## src/rtl/ecip_map.vh

```
// How it works
// (RULE1) external source: one measurement per falling edge of the trigger line; the code starts none for edges during a load or calibration
// (RULE2) internal source: trigger edges start no measurement
// (RULE3) trigger edges still reach statistics, memory and value output
// (RULE4) seven select lines form panel number, bit0 lsb, sampled at trigger
// (RULE5) a select bit is one when its line is low
// (RULE6) same code as last trigger: no load, plain measurement in external mode
// (RULE7) code all zeros or all ones: no panel load
// (RULE8) allow at least 70 ms after a load starts before settings apply
// (RULE9) external mode: one measurement once a trigger load completes
// (RULE10) manual calibration at fast or medium rate starts on calibration edge; the code starts it only when idle and with no trigger edge that cycle
// (RULE11) slow rate: calibration line ignored entirely
// (RULE12) calibration lasts about 176 ms at 50 Hz, 151 ms at 60 Hz
// (RULE13) all lines active low; edge inputs act on falling edges, others on level
// (RULE14) one zero adjustment per falling edge of the zero-adjust line
// (RULE15) one print per falling edge of the print line
// (RULE16) manual comparator mode: judgment enabled only while manual line low
// (RULE17) every input synchronised before edge detection, one pulse per edge
// (RULE18) last captured code kept for comparison, cleared at reset
`ifndef ECIP_MAP_VH
`define ECIP_MAP_VH
`define ECIP_CLK_MHZ 100
`define ECIP_LOAD_MS 70
`define ECIP_CAL50_MS 176
`define ECIP_CAL60_MS 151
`define ECIP_LOAD_CYC (`ECIP_LOAD_MS * `ECIP_CLK_MHZ * 1000)
`define ECIP_CAL50_CYC (`ECIP_CAL50_MS * `ECIP_CLK_MHZ * 1000)
`define ECIP_CAL60_CYC (`ECIP_CAL60_MS * `ECIP_CLK_MHZ * 1000)
`define ECIP_RATE_FAST 2'h0
`define ECIP_RATE_MED 2'h1
`define ECIP_RATE_SLOW 2'h2
`define ECIP_CODE_NONE 7'h00
`define ECIP_CODE_ALL 7'h7f
`define ECIP_SYNC_RST 1'b1
`endif

```

## src/rtl/ecip_sync.v

```verilog
`timescale 1ns/1ps
`include "ecip_map.vh"
module ecip_sync #(
  parameter W = 12
) (
  input wire clk_i,
  input wire rst_i,
  input wire ce_i,
  input wire [W-1:0] d_n_i,
  output reg [W-1:0] q_n_o
);
  // two flops; first stage read only by the second
  reg [W-1:0] meta_r;
  always @(posedge clk_i) begin
    if (rst_i) begin
      meta_r <= {W{`ECIP_SYNC_RST}};
      q_n_o <= {W{`ECIP_SYNC_RST}};
    end else if (ce_i) begin
      meta_r <= d_n_i; // see (RULE17)
      q_n_o <= meta_r;
    end
  end
endmodule

```

## src/rtl/ecip_top.v

```verilog
// The register addresses and the Wishbone register port were decided locally.
`timescale 1ns/1ps
`include "ecip_map.vh"
module ecip_top #(
  parameter LOAD_CYC = `ECIP_LOAD_CYC,
  parameter CAL50_CYC = `ECIP_CAL50_CYC,
  parameter CAL60_CYC = `ECIP_CAL60_CYC
) (
  input wire clk_i,
  input wire rst_i,
  input wire ce_i,
  input wire wb_cyc_i,
  input wire wb_stb_i,
  input wire wb_we_i,
  input wire [3:0] wb_adr_i,
  input wire [3:0] wb_sel_i,
  input wire [31:0] wb_dat_i,
  output reg [31:0] wb_dat_o,
  output reg wb_ack_o,
  input wire ext_measure_request_n_i,
  input wire [6:0] panel_sel_n_i,
  input wire offset_null_request_n_i,
  input wire cal_request_n_i,
  input wire print_request_n_i,
  input wire manual_judge_n_i,
  input wire core_busy_i,
  output reg measure_start_o,
  output reg ext_measure_request_n_event_o,
  output reg panel_load_o,
  output reg [6:0] panel_num_o,
  output reg settings_apply_o,
  output reg cal_start_o,
  output reg cal_busy_o,
  output reg zero_adj_o,
  output reg print_o,
  output reg judge_en_o
);
  // register map: word offsets (byte address = index * 4)
  localparam [3:0] A_CTRL = 4'h0;
  localparam [3:0] A_STAT = 4'h1;
  localparam [3:0] A_LAST = 4'h2;

  localparam [1:0] S_IDLE = 2'h0;
  localparam [1:0] S_LOAD = 2'h1;
  localparam [1:0] S_CAL = 2'h2;

  // ctrl: [0] ext trigger, [2:1] rate, [3] manual cal, [4] 60 Hz, [5] manual comparator
  reg ext_src_r;
  reg [1:0] rate_r;
  reg man_cal_r;
  reg hz60_r;
  reg man_cmp_r;
  reg [6:0] last_code_r;
  reg [1:0] state_r;
  reg [31:0] cnt_r;
  reg [7:0] ext_measure_request_n_cnt_r;

  wire [11:0] sync_n;
  ecip_sync #(.W(12)) u_sync (
    .clk_i(clk_i),
    .rst_i(rst_i),
    .ce_i(ce_i),
    .d_n_i({manual_judge_n_i, print_request_n_i, cal_request_n_i,
            offset_null_request_n_i, ext_measure_request_n_i, panel_sel_n_i}),
    .q_n_o(sync_n)
  );

  reg [3:0] prev_n_r;
  wire [3:0] edge_w = prev_n_r & ~sync_n[10:7]; // see (RULE13) (RULE17)
  wire ext_measure_request_n_w = edge_w[0];
  wire zadj_w = edge_w[1];
  wire cal_w = edge_w[2];
  wire prn_w = edge_w[3];
  wire [6:0] code_w = ~sync_n[6:0]; // see (RULE5) (RULE4)

  function loadable;
    input [6:0] c;
    input [6:0] prev;
    begin
      loadable = (c != `ECIP_CODE_NONE) && (c != `ECIP_CODE_ALL) && (c != prev);
    end
  endfunction

  wire wb_req = wb_cyc_i && wb_stb_i && !wb_ack_o;
  wire cal_ok = man_cal_r && (rate_r != `ECIP_RATE_SLOW); // see (RULE11)
  wire [31:0] cal_len = hz60_r ? CAL60_CYC : CAL50_CYC; // see (RULE12)

  always @(posedge clk_i) begin
    if (rst_i) begin
      prev_n_r <= 4'hf;
      ext_src_r <= 1'b0;
      rate_r <= `ECIP_RATE_SLOW;
      man_cal_r <= 1'b0;
      hz60_r <= 1'b0;
      man_cmp_r <= 1'b0;
      last_code_r <= 7'h00; // see (RULE18)
      state_r <= S_IDLE;
      cnt_r <= 32'h0;
      ext_measure_request_n_cnt_r <= 8'h00;
      wb_dat_o <= 32'h0;
      wb_ack_o <= 1'b0;
      measure_start_o <= 1'b0;
      ext_measure_request_n_event_o <= 1'b0;
      panel_load_o <= 1'b0;
      panel_num_o <= 7'h00;
      settings_apply_o <= 1'b0;
      cal_start_o <= 1'b0;
      cal_busy_o <= 1'b0;
      zero_adj_o <= 1'b0;
      print_o <= 1'b0;
      judge_en_o <= 1'b0;
    end else if (ce_i) begin
      prev_n_r <= sync_n[10:7];
      measure_start_o <= 1'b0;
      ext_measure_request_n_event_o <= ext_measure_request_n_w; // see (RULE3)
      panel_load_o <= 1'b0;
      settings_apply_o <= 1'b0;
      cal_start_o <= 1'b0;
      zero_adj_o <= zadj_w; // see (RULE14)
      print_o <= prn_w; // see (RULE15)
      judge_en_o <= man_cmp_r ? !sync_n[11] : 1'b1; // see (RULE16)
      wb_ack_o <= wb_req;
      // write lands on the edge where the master sees ack, not on the request edge
      if (wb_cyc_i && wb_stb_i && wb_ack_o && wb_we_i && wb_adr_i == A_CTRL && wb_sel_i[0]) begin
        ext_src_r <= wb_dat_i[0];
        rate_r <= wb_dat_i[2:1];
        man_cal_r <= wb_dat_i[3];
        hz60_r <= wb_dat_i[4];
        man_cmp_r <= wb_dat_i[5];
      end
      if (wb_req) begin
        case (wb_adr_i)
          A_CTRL: wb_dat_o <= {26'h0, man_cmp_r, hz60_r, man_cal_r, rate_r, ext_src_r};
          A_STAT: wb_dat_o <= {22'h0, ext_measure_request_n_cnt_r, state_r};
          A_LAST: wb_dat_o <= {25'h0, last_code_r};
          default: wb_dat_o <= 32'h0;
        endcase
      end
      if (ext_measure_request_n_w) begin
        ext_measure_request_n_cnt_r <= ext_measure_request_n_cnt_r + 8'h01;
      end
      case (state_r)
        S_IDLE: begin
          if (ext_measure_request_n_w) begin
            last_code_r <= code_w; // see (RULE4) (RULE18)
            if (loadable(code_w, last_code_r)) begin // see (RULE6) (RULE7)
              panel_load_o <= 1'b1;
              panel_num_o <= code_w;
              cnt_r <= LOAD_CYC;
              state_r <= S_LOAD;
            end else if (ext_src_r) begin
              measure_start_o <= 1'b1; // see (RULE1) (RULE2) (RULE6)
            end
          end else if (cal_w && cal_ok) begin
            cal_start_o <= 1'b1; // see (RULE10)
            cal_busy_o <= 1'b1;
            cnt_r <= cal_len;
            state_r <= S_CAL;
          end
        end
        S_LOAD: begin
          // load must outlast both the floor and the core's own settle time
          if (cnt_r > 32'h1) begin
            cnt_r <= cnt_r - 32'h1; // see (RULE8)
          end else if (!core_busy_i) begin
            settings_apply_o <= 1'b1;
            measure_start_o <= ext_src_r; // see (RULE9)
            state_r <= S_IDLE;
          end
        end
        S_CAL: begin
          if (cnt_r > 32'h1) begin
            cnt_r <= cnt_r - 32'h1; // see (RULE12)
          end else begin
            cal_busy_o <= 1'b0;
            state_r <= S_IDLE;
          end
        end
        default: state_r <= S_IDLE;
      endcase
    end
  end
endmodule

```

## config.mk

```make
export PLATFORM = sky130hd
export DESIGN_NAME = ecip_top
export DESIGN_NICKNAME = d
export VERILOG_FILES = /design/src/rtl/ecip_sync.v /design/src/rtl/ecip_top.v
export VERILOG_INCLUDE_DIRS = /design/src /design/src/rtl
export SDC_FILE = /design/constraint.sdc
export NUM_CORES = 1
export LEC_CHECK = 0
export BUFFER_PORTS_ARGS = -buffer_cell sky130_fd_sc_hd__buf_2
export CORE_MARGIN = 2
export CORE_UTILIZATION = 35
export DETAILED_ROUTE_END_ITERATION = 10
export PLACE_DENSITY_LB_ADDON = 0.25
export SYNTH_ARGS = -nofsm -noshare
export SYNTH_HDL_FRONTEND = slang
export SYNTH_SLANG_ARGS = --single-unit
```

## constraint.sdc

```tcl
create_clock -name clk_i -period 4.7 [get_ports clk_i]
set_input_delay 0.94 -clock clk_i [delete_from_list [all_inputs] [get_ports clk_i]]
set_output_delay 0.94 -clock clk_i [all_outputs]
set_load 0.1 [all_outputs]
```

==> flow_metrics.tcl <==
set metrics [dict create \
    finish.instance_area_um2 6020 \
    detail_route.iter0.violations 427 \
    run_status "complete, no violations" \
    clock_tree.htree_level_count 3 \
    final_routed_wire_length_divided_by_cell_count_um 16.1 \
    worstPathMaxFanout 27 \
    floorplan.die.height_um 129 \
    postCtsSetupBuffers 0 \
    slowest_delay_ps 820 \
    antenna_cells 0 \
    worst-path-buf-inv 0 \
    antenna_found_initial 0 \
    multiInputGateArea_um2 2900 \
    synth_seq_cells 110 \
    cap_viol_max_count 0 \
    worst_slack_ps 1320 \
    cts_inserted_buffers 9 \
    timing.critical_path.required_ps 4970 \
    cts_root_buffer "sky130_fd_sc_hd__clkbuf_16" \
    final_max_slew_viol_count 0 \
    vias 4784 \
    place_congestion 0.780 \
    fin_total_pwr_mw 2.06 \
    drtAntennaViolNets 0 \
    power.ir.vdd_worst_v 0.000195 \
    numPortBuffers 56 \
    p_leak_nw 2.49 \
    grt_first_pass_wirelength_mm 22.8 \
    synth_enable_flop_cells 0 \
    layout-drive-gt1-share_pct 12.8 \
    fmax_mhz 296 \
    fraction_of_the_yosys_area_taken_by_sequential_cells_pct 40.5 \
    path_cells "or4_4 > or3_4 > nor4_1 > a21o_1 > nor2_1 > a211oi_1" \
    ys_types 58 \
    areaGrowthSynthToFinish_pct 10.8 \
    min_path_type "flop to flop" \
    clkSinkCount 110 \
    timing.rr.end "cnt_r[1]$_SDFFE_PP0P_" \
    grt-ovfl-total 0 \
    ff_latch_area_um2 2200 \
    post-synth-top-area-fraction_pct 40.5 \
    dr.pass1.iters 5 \
    hold_buffers 0 \
    placed_cell_area_um2 5750 \
    r2r_setup_slack_ps 1320 \
    max_slew_margin_pct 17.1 \
    netlist_top_cells_area "sky130_fd_sc_hd__dfxtp_1 41%, sky130_fd_sc_hd__mux2i_1 7.7%, sky130_fd_sc_hd__nor2_1 5.2%" \
    critical-path-top-delay-family "simple AND/OR/NAND/NOR gates" \
    nNetsFinal 741 \
    crit_path_top_delay_cell "sky130_fd_sc_hd__a21o_1" \
    die_area_um2 16500 \
    power_density_nw_per_um2 342 \
    hold_path_depth 2 \
    placementRows 45 \
    cts_tree "done" \
    min_period_ps 3380 \
    timing.final.setup_violations 0 \
    pin_count 108 \
    via_count_of_the_first_global_routing_pass 4459 \
    die_span_x_um 129 \
    finalSetupTns_ps 0 \
    post_drt_via_cell_ratio 5.51 \
    arr_time_crit_path_ps 3650 \
    min_delay_worst_endpoint "wb_dat_o[7]$_SDFFE_PP0P_" \
    criticalPathCategory "flop to flop" \
    postCtsResizedCells 0 \
    holdCritStartpoint "wb_dat_o[7]$_SDFFE_PP0P_" \
    clk_pin_slew_ps 70 \
    clock_latency_ps 360 \
    clock_skew_ps 8.86 \
    final_wirelength_mm 14.0 \
    synthDominantAreaCellType "sky130_fd_sc_hd__dfxtp_1" \
    initial_utilization_pct 35.7 \
    grt_max_degree 81 \
    synthesis.area_per_instance_um2 8.44 \
    finalHoldViolCount 0 \
    pin_slew_with_the_least_headroom_to_its_limit_ps 1240 \
    worst-r2r-cell-count 6 \
    dp.final_hpwl_mm 9.44 \
    synthArstFlopShare_pct 0 \
    worst_setup_path_start_kind "flop" \
    timing.final.crit_share_pct 71.9 \
    clock_path_buffers 2 \
    fillerInstances 1533 \
    critical_path.reg2reg.startpoint "cnt_r[16]$_SDFFE_PP0P_" \
    fp.coreArea_um2 15200 \
    synth.cell_area_um2 5430 \
    netlist_instances 644 \
    dpl_worst_slack_ps 1400 \
    synth-main-ff-cell "sky130_fd_sc_hd__dfxtp_1" \
    end_kind "flop" \
    grt_setup_unrepaired "no" \
    grtUsageTotal_pct 17.1 \
    synth-warning-count 0 \
    drt_drc_violations_left 0 \
]
[worst min-delay path: cells and delay by family (launching register included)]
kind | cells | cell delay [ps]
AOI/OAI and AO/OA | 1 | 50
and+or+nand+nor | 1 | 50
DFF | 1 | 310
[layout make-up]
class | instances | area share [%]
Tap cell | 188 | 3.91
Multi-Input combinational cell | 471 | 48.2
Clock buffer | 11 | 3.86
Clock inverter | 5 | 0.665
Timing Repair Buffer | 63 | 5.53
Sequential cell | 110 | 36.6
Inverter | 21 | 1.31
[worst max path at each step]
stage                           startpoint                        to  slack, ps  cells after the start
floorplan                             ce_i  wb_dat_o[5]$_SDFFE_PP0P_       1910                      6
global placement    cnt_r[16]$_SDFFE_PP0P_     cnt_r[6]$_SDFFE_PP0P_       1440                      6
detailed placement  cnt_r[16]$_SDFFE_PP0P_     cnt_r[6]$_SDFFE_PP0P_       1400                      6
CTS                 cnt_r[16]$_SDFFE_PP0P_     cnt_r[1]$_SDFFE_PP0P_       1370                      6
global route        cnt_r[22]$_SDFFE_PP0P_     cnt_r[6]$_SDFFE_PP0P_       1060                      6
finish              cnt_r[16]$_SDFFE_PP0P_     cnt_r[1]$_SDFFE_PP0P_       1320                      6
[registers in the layout (all words and copies together) (netlist names), 2 cells and up]
signal / cells
u_sync.q_n_o: 12
state_r: 2
wb_dat_o: 10
ext_measure_request_n_cnt_r: 8
prev_n_r: 4
last_code_r: 7
rate_r: 2
cnt_r: 32
u_sync.meta_r: 12
panel_num_o: 7
[cell families (layout without fill, tap and decap cells)]
group | Yosys count | after routing | synth area share (%)
AOI/OAI and AO/OA | 151 | 151 | 19.6
and+or+nand+nor | 236 | 236 | 20.9
muxes | 42 | 42 | 7.74
buffers and inverters | 84 | 100 | 7.53
DFF | 110 | 110 | 40.5
xor gates and xnor gates | 14 | 14 | 2.26
other | 1 | 22 | 0.0690
adders and majority gates | 6 | 6 | 1.38
[stage by stage]
step	utilization (%)	hold slack [ps]	std cells
final	39.6	451	869
after global routing	39.6	470	869
after CTS	39.6	452	869
after detailed placement	37.8	443	853
after global placement	37.8	438	853
after floorplan	-	433	665
[power breakdown]
group	total, mW	switching [mW]	leakage, nW	internal, mW
Combinational	0.359	0.267	1.46	0.0923
Sequential	0.970	0.0179	0.892	0.952
Clock	0.729	0.362	0.135	0.367
[routing by layer]
| layer | part of all wire (%) | vias to the layer above | GRT usage, % |
|---|---|---|---|
| li1 | - | 2362 | - |
| met4 | 1.0 | 0 | 4.80 |
| met2 | 46 | 128 | 27.4 |
| met3 | 5.0 | 10 | 3.70 |
| met1 | 48 | 2284 | 23.3 |
| met5 | 0 | - | 0 |
[cells in the mapped netlist, drive strengths merged (7+ instances only)]
library cell  instances
dfxtp               110
nor2                 76
nand2                60
mux2i                42
clkbuf               33
buf                  30
a21oi                28
inv                  20
o21ai                20
nand3                19
a31oi                14
nor3                 13
a211oi               12
nor4                 11
o211ai               11
o31ai                11
nand4                10
o311ai                9
or3                   9
nand2b                8
nor2b                 8
xor2                  8
o32ai                 7
or4                   7
[placed cells by master (no fill, tap or decap), types with 14 or more instances in the layout]
cell	instances
sky130_fd_sc_hd__dfxtp_1	110
sky130_fd_sc_hd__nor2_1	76
sky130_fd_sc_hd__nand2_1	60
sky130_fd_sc_hd__buf_2	56
sky130_fd_sc_hd__mux2i_1	42
sky130_fd_sc_hd__a21oi_1	28
sky130_fd_sc_hd__conb_1	22
sky130_fd_sc_hd__o21ai_0	20
sky130_fd_sc_hd__inv_1	20
sky130_fd_sc_hd__nand3_1	19
sky130_fd_sc_hd__a31oi_1	14
Note: power is estimated with default switching activity, not from simulation.
